$ cat src/verilog/cmbm_pkg.sv
// Constants and types for the CAN message buffer manager.
// Assumes an APB master and an external CAN bit engine.
package cmbm_pkg;
   localparam int FRAME_BYTES = 13;
   localparam int TX_N = 3;
   typedef logic [FRAME_BYTES-1:0][7:0] cmbm_frame_t;
   typedef struct packed {
      logic        hit;
      logic        own;
      cmbm_frame_t frame;
   } cmbm_rx_t;
   localparam logic [11:0] A_CTRL   = 12'h000;
   localparam logic [11:0] A_RXFLAG = 12'h004;
   localparam logic [11:0] A_TXFLAG = 12'h008;
   localparam logic [11:0] A_TXCTRL = 12'h00C;
   localparam logic [11:0] A_PORT   = 12'h010;
   localparam logic [11:0] A_DDR    = 12'h014;
   localparam logic [11:0] A_MASK   = 12'h018;
   localparam logic [5:0]  RX_WIN   = 6'h01;
   localparam logic [3:0]  TX_WIN   = 4'h1;
   localparam logic [3:0]  LOCAL_PRIORITY_FIELD_IDX = 4'hD;
   localparam int CTRL_LOOP = 0;
   localparam int CTRL_EN   = 1;
   localparam int RXF_BIT   = 0;
   localparam int OVR_BIT   = 1;
   localparam int ABORT_ACKNOWLEDGE_BIT_LSB = 4;
   localparam int MASK_RXF  = 0;
   localparam int MASK_OVR  = 1;
   localparam int MASK_TXE  = 2;
   localparam logic [7:0] CTRL_RST = 8'h00;
   localparam logic [7:0] MASK_RST = 8'h00;
   localparam logic [7:0] DDR_RST  = 8'h00;
   localparam logic [2:0] TXE_RST  = 3'h7;
endpackage : cmbm_pkg

$ cat src/verilog/cmbm_core.sv
// Receive FIFO, transmit buffers and scheduler with APB registers.
// Assumes a bit engine that frames, filters and arbitrates on the bus.
`timescale 1ns/10ps
`default_nettype none
module cmbm_core (
   input  wire logic               ref_clk,
   input  wire logic               rst,
   input  wire logic [11:0]        paddr,
   input  wire logic               psel,
   input  wire logic               penable,
   input  wire logic               pwrite,
   input  wire logic [31:0]        pwdata,
   output logic [31:0]             prdata,
   output logic                    pready,
   output logic                    pslverr,
   input  wire logic               bus_receive_input,
   output logic                    bus_transmit_output,
   input  wire logic [7:2]         port_in,
   output logic [7:2]              port_out,
   output logic [7:2]              port_oe,
   output logic                    eng_rx_bit,
   input  wire logic               eng_tx_bit,
   input  wire logic               eng_rx_valid,
   input  wire cmbm_pkg::cmbm_rx_t eng_rx,
   input  wire logic               eng_arb,
   input  wire logic               eng_tx_done,
   input  wire logic               eng_tx_fail,
   output logic                    tx_pending,
   output cmbm_pkg::cmbm_frame_t   tx_frame,
   output logic                    ack_enable,
   output logic                    rx_irq,
   output logic                    err_irq,
   output logic                    tx_irq
);
   logic [7:0]                  ctrl;
   logic [7:0]                  mask;
   logic [7:0]                  ddr;
   logic [7:2]                  port_dat;
   logic                        receive_full_flag;
   logic                        ovr;
   logic                        bg_pend;
   cmbm_pkg::cmbm_frame_t       fg;
   cmbm_pkg::cmbm_frame_t       bg;
   logic [2:0]                  transmit_buffer_empty_flag;
   logic [2:0]                  abort_acknowledge_bit;
   logic [2:0]                  abrq;
   logic [2:0][13:0][7:0]       txmem;
   logic                        busy;
   logic [1:0]                  sel;
   logic [2:0]                  queued;
   logic [1:0]                  best;
   logic                        found;

   wire       wr  = psel & penable & pready & pwrite;
   wire [3:0] idx = paddr[5:2];
   wire [1:0] tn  = paddr[7:6];

   function automatic logic tx_slot(input logic [11:0] a);
      return a[11:8] == cmbm_pkg::TX_WIN && a[7:6] != 2'h3
         && a[5:2] <= cmbm_pkg::LOCAL_PRIORITY_FIELD_IDX;
   endfunction : tx_slot

   function automatic logic rx_slot(input logic [11:0] a);
      return a[11:6] == cmbm_pkg::RX_WIN && a[5:2] < 4'hD;
   endfunction : rx_slot

   // Own frames outside loop-back never reach the foreground
   wire own_skip = eng_rx.own & ~ctrl[cmbm_pkg::CTRL_LOOP];
   wire acc_rx   = eng_rx_valid & eng_rx.hit & ~own_skip;
   wire clr_rxf  = wr && paddr == cmbm_pkg::A_RXFLAG && pwdata[cmbm_pkg::RXF_BIT];
   wire clr_ovr  = wr && paddr == cmbm_pkg::A_RXFLAG && pwdata[cmbm_pkg::OVR_BIT];
   wire full     = receive_full_flag & bg_pend;

   // APB: one wait-free access, answer registered during setup
   always_ff @(posedge ref_clk) begin
      if (rst) begin
         pready <= 1'b0;
      end else begin
         pready <= psel & ~penable & ~pready;
      end
   end

   always_ff @(posedge ref_clk) begin
      if (rst) begin
         prdata  <= 32'h0000_0000;
         pslverr <= 1'b0;
      end else if (psel && !penable) begin
         prdata  <= 32'h0000_0000;
         pslverr <= 1'b0;
         if (rx_slot(paddr)) begin
            prdata[7:0] <= fg[idx];
         end else if (tx_slot(paddr)) begin
            prdata[7:0] <= txmem[tn][idx];
         end else begin
            unique case (paddr)
               cmbm_pkg::A_CTRL:   prdata[7:0] <= ctrl;
               cmbm_pkg::A_RXFLAG: prdata[1:0] <= {ovr, receive_full_flag};
               cmbm_pkg::A_TXFLAG: prdata[6:0] <= {abort_acknowledge_bit, 1'b0, transmit_buffer_empty_flag};
               cmbm_pkg::A_TXCTRL: prdata[2:0] <= abrq;
               cmbm_pkg::A_PORT: begin
                  prdata[7:0] <= {(ddr[7:2] & port_dat) | (~ddr[7:2] & port_in),
                                  bus_transmit_output, bus_receive_input};
               end
               cmbm_pkg::A_DDR:    prdata[7:0] <= ddr;
               cmbm_pkg::A_MASK:   prdata[7:0] <= mask;
               default:            pslverr <= 1'b1;
            endcase
         end
      end
   end

   // Control, mask and port registers
   always_ff @(posedge ref_clk) begin
      if (rst) begin
         ctrl     <= cmbm_pkg::CTRL_RST;
         mask     <= cmbm_pkg::MASK_RST;
         ddr      <= cmbm_pkg::DDR_RST;
         port_dat <= 6'h00;
      end else if (wr) begin
         if (paddr == cmbm_pkg::A_CTRL) ctrl <= pwdata[7:0];
         if (paddr == cmbm_pkg::A_MASK) mask <= pwdata[7:0];
         if (paddr == cmbm_pkg::A_DDR) ddr <= pwdata[7:0];
         if (paddr == cmbm_pkg::A_PORT) port_dat <= pwdata[7:2];
      end
   end

   // Pins: bus_transmit_output recessive when disabled
   always_ff @(posedge ref_clk) begin
      if (rst) begin
         bus_transmit_output <= 1'b1;
         eng_rx_bit          <= 1'b1;
         port_out            <= 6'h00;
         port_oe             <= 6'h00;
      end else begin
         bus_transmit_output <= ctrl[cmbm_pkg::CTRL_EN] ? eng_tx_bit : 1'b1;
         eng_rx_bit          <= bus_receive_input;
         port_out            <= port_dat;
         port_oe             <= ddr[7:2];
      end
   end

   // Background entry takes every frame unless both entries are full
   always_ff @(posedge ref_clk) begin
      if (rst) begin
         bg <= '0;
      end else if (eng_rx_valid && !full) begin
         bg <= eng_rx.frame;
      end
   end

   always_ff @(posedge ref_clk) begin
      if (rst) begin
         fg      <= '0;
         receive_full_flag     <= 1'b0;
         bg_pend <= 1'b0;
      end else if (!receive_full_flag && bg_pend) begin
         fg      <= bg;
         receive_full_flag     <= 1'b1;
         bg_pend <= acc_rx;
      end else if (!receive_full_flag && acc_rx) begin
         fg  <= eng_rx.frame;
         receive_full_flag <= 1'b1;
      end else begin
         if (receive_full_flag && acc_rx) bg_pend <= 1'b1;
         if (clr_rxf) receive_full_flag <= 1'b0;
      end
   end

   // Overrun: set wins over the write-one clear
   always_ff @(posedge ref_clk) begin
      if (rst) begin
         ovr <= 1'b0;
      end else if (acc_rx && full) begin
         ovr <= 1'b1;
      end else if (clr_ovr) begin
         ovr <= 1'b0;
      end
   end

   // Interrupt lines follow the sticky flags one edge later
   always_ff @(posedge ref_clk) begin
      if (rst) begin
         rx_irq  <= 1'b0;
         err_irq <= 1'b0;
         tx_irq  <= 1'b0;
      end else begin
         rx_irq  <= receive_full_flag & mask[cmbm_pkg::MASK_RXF];
         err_irq <= ovr & mask[cmbm_pkg::MASK_OVR];
         tx_irq  <= |(transmit_buffer_empty_flag & mask[cmbm_pkg::MASK_TXE+:3]);
      end
   end

   // Three transmit buffers with their flags
   genvar gi;
   generate
      for (gi = 0; gi < cmbm_pkg::TX_N; gi++) begin : g_tx
         wire sending = busy && sel == 2'(gi);
         wire sw_wr   = wr && tx_slot(paddr) && tn == 2'(gi);
         wire sw_q    = wr && paddr == cmbm_pkg::A_TXFLAG && pwdata[gi];
         wire grant   = abrq[gi] && !transmit_buffer_empty_flag[gi] && !sending;
         wire sent    = eng_tx_done && sending;
         assign queued[gi] = ~transmit_buffer_empty_flag[gi];

         // Contents frozen while queued, so a retry resends the same frame
         always_ff @(posedge ref_clk) begin
            if (rst) begin
               txmem[gi] <= '0;
            end else if (sw_wr && transmit_buffer_empty_flag[gi]) begin
               txmem[gi][idx] <= pwdata[7:0];
            end
         end

         always_ff @(posedge ref_clk) begin
            if (rst) begin
               transmit_buffer_empty_flag[gi]   <= cmbm_pkg::TXE_RST[gi];
               abort_acknowledge_bit[gi] <= 1'b0;
               abrq[gi]  <= 1'b0;
            end else if (sent) begin
               transmit_buffer_empty_flag[gi]   <= 1'b1;
               abort_acknowledge_bit[gi] <= 1'b0;
               abrq[gi]  <= 1'b0;
            end else if (grant) begin
               transmit_buffer_empty_flag[gi]   <= 1'b1;
               abort_acknowledge_bit[gi] <= 1'b1;
               abrq[gi]  <= 1'b0;
            end else begin
               if (sw_q) begin
                  transmit_buffer_empty_flag[gi]   <= 1'b0;
                  abort_acknowledge_bit[gi] <= 1'b0;
               end
               if (wr && paddr == cmbm_pkg::A_TXCTRL && pwdata[gi] && !transmit_buffer_empty_flag[gi]) begin
                  abrq[gi] <= 1'b1;
               end
            end
         end
      end
   endgenerate

   // Lowest priority value wins; ties go to the lower buffer
   always_comb begin
      found = 1'b0;
      best  = 2'h0;
      for (int i = 0; i < cmbm_pkg::TX_N; i++) begin
         if (queued[i] && (!found || txmem[i][13] < txmem[best][13])) begin
            found = 1'b1;
            best  = i[1:0];
         end
      end
   end

   // Scheduler reruns the pick at every arbitration
   always_ff @(posedge ref_clk) begin
      if (rst) begin
         busy     <= 1'b0;
         sel      <= 2'h0;
         tx_frame <= '0;
      end else if (busy) begin
         if (eng_tx_done || eng_tx_fail) busy <= 1'b0;
      end else if (eng_arb && found) begin
         busy     <= 1'b1;
         sel      <= best;
         tx_frame <= txmem[best][12:0];
      end
   end

   always_ff @(posedge ref_clk) begin
      if (rst) begin
         tx_pending <= 1'b0;
         ack_enable <= 1'b1;
      end else begin
         tx_pending <= |queued;
         ack_enable <= ctrl[cmbm_pkg::CTRL_LOOP] | ~busy;
      end
   end

   property p_recessive;
      @(posedge ref_clk) disable iff (rst)
      !ctrl[cmbm_pkg::CTRL_EN] |=> bus_transmit_output;
   endproperty
   a_recessive: assert property (p_recessive) else $error("tx not recessive");

   property p_copy;
      @(posedge ref_clk) disable iff (rst)
      acc_rx && !receive_full_flag && !bg_pend |=> receive_full_flag && fg == $past(eng_rx.frame);
   endproperty
   a_copy: assert property (p_copy) else $error("frame not copied");

   property p_overrun;
      @(posedge ref_clk) disable iff (rst)
      acc_rx && full |=> ovr && $stable(fg) && $stable(bg);
   endproperty
   a_overrun: assert property (p_overrun) else $error("overrun missed");

   property p_own;
      @(posedge ref_clk) disable iff (rst)
      eng_rx_valid && own_skip && !receive_full_flag && !bg_pend |=> !receive_full_flag && $stable(fg);
   endproperty
   a_own: assert property (p_own) else $error("own frame shown");

   property p_sent;
      @(posedge ref_clk) disable iff (rst)
      eng_tx_done && busy |=> transmit_buffer_empty_flag[$past(sel)] && !abort_acknowledge_bit[$past(sel)] && !busy;
   endproperty
   a_sent: assert property (p_sent) else $error("empty flag not set");

   property p_pick;
      @(posedge ref_clk) disable iff (rst)
      eng_arb && !busy && found |=> busy && sel == $past(best)
         && tx_frame == $past(txmem[best][12:0]);
   endproperty
   a_pick: assert property (p_pick) else $error("wrong buffer picked");

   property p_noabort;
      @(posedge ref_clk) disable iff (rst)
      busy && !eng_tx_done && !eng_tx_fail |=> !$rose(abort_acknowledge_bit[sel]);
   endproperty
   a_noabort: assert property (p_noabort) else $error("sending frame aborted");

   property p_frozen;
      @(posedge ref_clk) disable iff (rst)
      wr && tx_slot(paddr) && !transmit_buffer_empty_flag[tn] |=> $stable(txmem);
   endproperty
   a_frozen: assert property (p_frozen) else $error("queued buffer changed");
endmodule : cmbm_core
`default_nettype wire

$ cat config.mk
export PLATFORM = sky130hd
export DESIGN_NAME = cmbm_core
export DESIGN_NICKNAME = d
export VERILOG_FILES = /design/src/verilog/cmbm_pkg.sv /design/src/verilog/cmbm_core.sv
export SDC_FILE = /design/constraint.sdc
export NUM_CORES = 2
export LEC_CHECK = 0
export BUFFER_PORTS_ARGS = -buffer_cell sky130_fd_sc_hd__buf_2
export CAP_MARGIN = 10
export CORE_MARGIN = 10
export CORE_UTILIZATION = 53
export CTS_BUF_LIST = sky130_fd_sc_hd__clkbuf_4 sky130_fd_sc_hd__clkbuf_8 sky130_fd_sc_hd__clkbuf_16
export CTS_CLUSTER_DIAMETER = 50
export DETAILED_ROUTE_END_ITERATION = 7
export PLACE_DENSITY = 0.73
export SYNTH_ARGS = -nofsm -noshare
export SYNTH_HDL_FRONTEND = slang
export SYNTH_SLANG_ARGS = --single-unit
export TNS_END_PERCENT = 100
$ cat constraint.sdc
create_clock -name ref_clk -period 5.2 [get_ports ref_clk]
set_clock_uncertainty 0.1 [all_clocks]
set_input_delay 0.78 -clock ref_clk [delete_from_list [all_inputs] [get_ports ref_clk]]
set_output_delay 0.78 -clock ref_clk [all_outputs]
set_load 0.1 [all_outputs]
==> qor.yml <==
outcome:
  run_status: "completed"
power:
  p_sw_mw: 3.110
  power_frac_clock: 0.474
  finalPower_mw: 12.42
  p_int_mw: 9.313
  p_sw_frac: 0.2503
  power_leakage_nw: 14.90
  power_frac_comb: 0.069
  seqPwrFrac: 0.457
  p_per_area_mw_per_mm2: 328.7
  peakVddDrop_mv: 0.2227
worst_setup_path:
  start_kind: "register"
  worst_path_max_delay_cell: "and3_4"
  cp-startpoint: "txmem[111]$_SDFFE_PP0P_"
  cp_slowest_stage_delay_ps: 410
  r2r_cells: 15
  path_depth: 15
  reg2reg_slack_ps: 830
  worstSetupPathType: "reg2reg"
  path_buf_inv: 2
  cp-end-kind: "register"
  crit_required_ps: 5600
  cp_cell_sequence: "inv_1 > ha_1 > nand4_1 > o31a_1 > nor2_4 > mux2i_1 > ha_1 > and4_1 > a31oi_1 > o2111ai_1 > or3_1 > and3_4 > buf_4 > o21ai_0 > o21ai_1"
  r2r_start: "txmem[111]$_SDFFE_PP0P_"
  endpoint: "tx_frame[85]$_SDFFE_PP0P_"
  critical_path_peak_fanout: 71
  crit_top_cell: "ha_1"
  critPathTopFamily: "simple AND/OR/NAND/NOR gates"
  cp.arrival_ps: 4770
  rr_endpoint: "tx_frame[85]$_SDFFE_PP0P_"
routing:
  viasPerCell: 6.012
  drt_first_pass_iters: 7
  wire_per_inst_microns: 21.97
  wl_microns: 110000
  drt-initial-drc-count: 3315
  post-route-drc-count: 0
  num_vias: 30120
  ant_nets: 0
clocking:
  cts_root_buf: "clkbuf_16"
  cts_buffers: 84
  cts_setup_buffers: 0
  cts_tree: "yes"
  cts_hold_buf: 0
  cts_buffer_depth: 3
  htree_levels: 3
  cts_resized: 0
  clkTransAtPathRegs_ps: 60
  clock-sinks: 722
  clkLatencyLatePin_ps: 640
global_routing:
  grt_antenna_before_repair: 14
  grt_pass1_vias: 27820
  grt-ovfl-total: 0
  grt_max_degree: 207
  track_usage: 0.2839
  grt_pass1_wl_microns: 166600
placement:
  place_area_sq_mm: 0.03502
  port-buffer-count: 275
  hpwl_microns: 70040
  gp_congestion: 0.9339
floorplanning:
  pin_count: 324
  die_y_microns: 271.2
  die-area_sq_mm: 0.07357
  start_util: 0.5332
  rows: 92
  core_sq_mm: 0.06274
  dieWidth_microns: 271.2
synth:
  ys_types: 70
  synth_edf_count: 0
  syn_area_sq_mm: 0.03345
  synthCells: 4013
  synth.avg_cell_area_sq_um: 8.336
  ys_ff_latch: 722
  ys_top_cells_by_area: "dfxtp_1 43%, mux2i_1 14%, nand2_1 7.4%"
  synth_common_cells: "722 x dfxtp_1, 661 x nand2_1, 453 x mux2i_1"
  yosys.area.top_type_share: 0.4321
  synth-async-reset-ratio: 0
  yosysWarnings: 0
  synthMostInstantiatedCell: "dfxtp_1"
  yosys.area.top_type: "dfxtp_1"
  seq_area_frac_synth: 0.4321
  ys.flop_type: "dfxtp_1"
final_layout:
  design_area_sq_mm: 0.03780
  num-fill-cells: 5570
  areaGrowthSynthToFinish_pct: 12.99
  fin_util: 0.6025
  drive_above_1_share: 0.1370
  nets: 4280
sta:
  slew_headroom: 0.1712
  post-route-min-period_ps: 4370
  setup_tns_ps: 0
  max_freq_mhz: 228.8
  period_share: 0.8404
  tightest_slew_ps: 1243
  hold_violations: 0
  rsz0062_at_grt: "no"
  setup_viol: 0
  slew_viol_final: 0
job:
  maxCapViolCount: 0
hold_path:
  worstHoldPathType: "in2reg"
## through the flow
| stage | instances | setup slack [ps] | hold slack, ps |
|---|---|---|---|
| 6_report | 5009 | 830.1 | 293.4 |
| 4_1_cts | 5008 | 888.9 | 267.9 |
| 3_5_place_dp | 4859 | 906.6 | 313.4 |
| 3_3_place_gp | 4859 | 967.8 | 290.0 |
| 2_1_floorplan | 4036 | 1324 | 270.7 |
| 5_1_grt | 5008 | 580.3 | 295.1 |
## state kept, by name (all words and copies together), names as in the netlist, 2 cells and up
signal	cells
abort_acknowledge_bit	3
transmit_buffer_empty_flag	3
bg	104
fg	104
prdata	8
sel	2
ddr	8
abrq	3
ctrl	8
port_dat	6
port_out	6
port_oe	6
tx_frame	104
txmem	336
mask	8
## worst reg2reg max path, stage by stage, from the launching register on
cell       delay [ps]
dfxtp_1           390
inv_1              60
ha_1              320
nand4_1           120
o31a_1            350
nor2_4            380
mux2i_1           280
ha_1              280
and4_1            200
a31oi_1           260
o2111ai_1         150
or3_1             320
and3_4            410
buf_4             350
o21ai_0           210
o21ai_1            80
## how the worst min path moves through the flow
stage	startpoint	slack (ps)	to	cells past startpoint
floorplan	ctrl[1]$_SDFFE_PP0P_	270	bus_transmit_output$_SDFF_PP1_	1
global route	eng_rx[34]	300	bg[34]$_SDFFE_PP0P_	3
global placement	ctrl[1]$_SDFFE_PP0P_	290	bus_transmit_output$_SDFF_PP1_	1
detailed placement	ctrl[1]$_SDFFE_PP0P_	310	bus_transmit_output$_SDFF_PP1_	1
CTS	eng_rx[34]	270	bg[34]$_SDFFE_PP0P_	3
finish	eng_rx[95]	290	bg[95]$_SDFFE_PP0P_	3
## layer usage
layer  global-route usage  share of wire  up-vias
met1               0.3614           0.40    14220
li1                     -              -    14120
met3              0.07719           0.10      296
met5             0.007884         0.0024        -
met2               0.4395           0.44     1451
met4               0.1377          0.048       28
## power groups by stage
| stage | registers, mW | logic (mW) | clock network (mW) |
|---|---|---|---|
| after CTS | 5.68 | 0.842 | 5.95 |
| after floorplan | 5.81 | 0.564 | 0 |
| after global routing | 5.69 | 0.907 | 6.17 |
| after global placement | 5.80 | 0.833 | 0 |
| final | 5.68 | 0.858 | 5.88 |
| after detailed placement | 5.80 | 0.841 | 0 |
## cell usage in the layout (no fill, tap or decap), types with 14 or more instances in the layout
master | synthesis | routed
clkbuf_4 | 0 | 18
nor2_1 | 330 | 327
o211ai_1 | 17 | 17
buf_2 | 70 | 270
nand3_1 | 106 | 104
o21ai_1 | 105 | 105
a31oi_1 | 15 | 15
nand2_1 | 661 | 659
a22oi_1 | 20 | 20
mux2i_1 | 453 | 453
conb_1 | 1 | 24
ha_1 | 14 | 14
dfxtp_1 | 722 | 722
a211oi_1 | 116 | 116
a21oi_1 | 423 | 423
mux4_2 | 28 | 28
o21ai_0 | 324 | 324
and2_1 | 74 | 72
clkbuf_8 | 0 | 14
and2_0 | 33 | 33
clkbuf_16 | 0 | 86
buf_4 | 41 | 72
o22ai_1 | 18 | 18
nor2b_1 | 22 | 20
inv_1 | 14 | 14
## layout make-up
class                   count  area (sq um)  share of cell area
clock buffers             118          2480             0.06561
flip-flops and latches    722         14450              0.3824
inverters                  14         52.55            0.001390
clock inverters            31         299.0            0.007911
diodes                      1         2.502          0.00006620
well taps                 846          1059             0.02800
repair buffers            352          2078             0.05498
multi-input cells        2925         17370              0.4596
## kinds of logic after synthesis
group,share of synthesized area
AO/OA/AOI/OAI,0.1883
buffers and inverters,0.05356
adder cells (fa/ha/maj),0.005236
multiplexers,0.1544
other,0.0001121
flip-flops,0.4321
AND/OR/NAND/NOR,0.1663
Power figures use the tool's default switching activity.
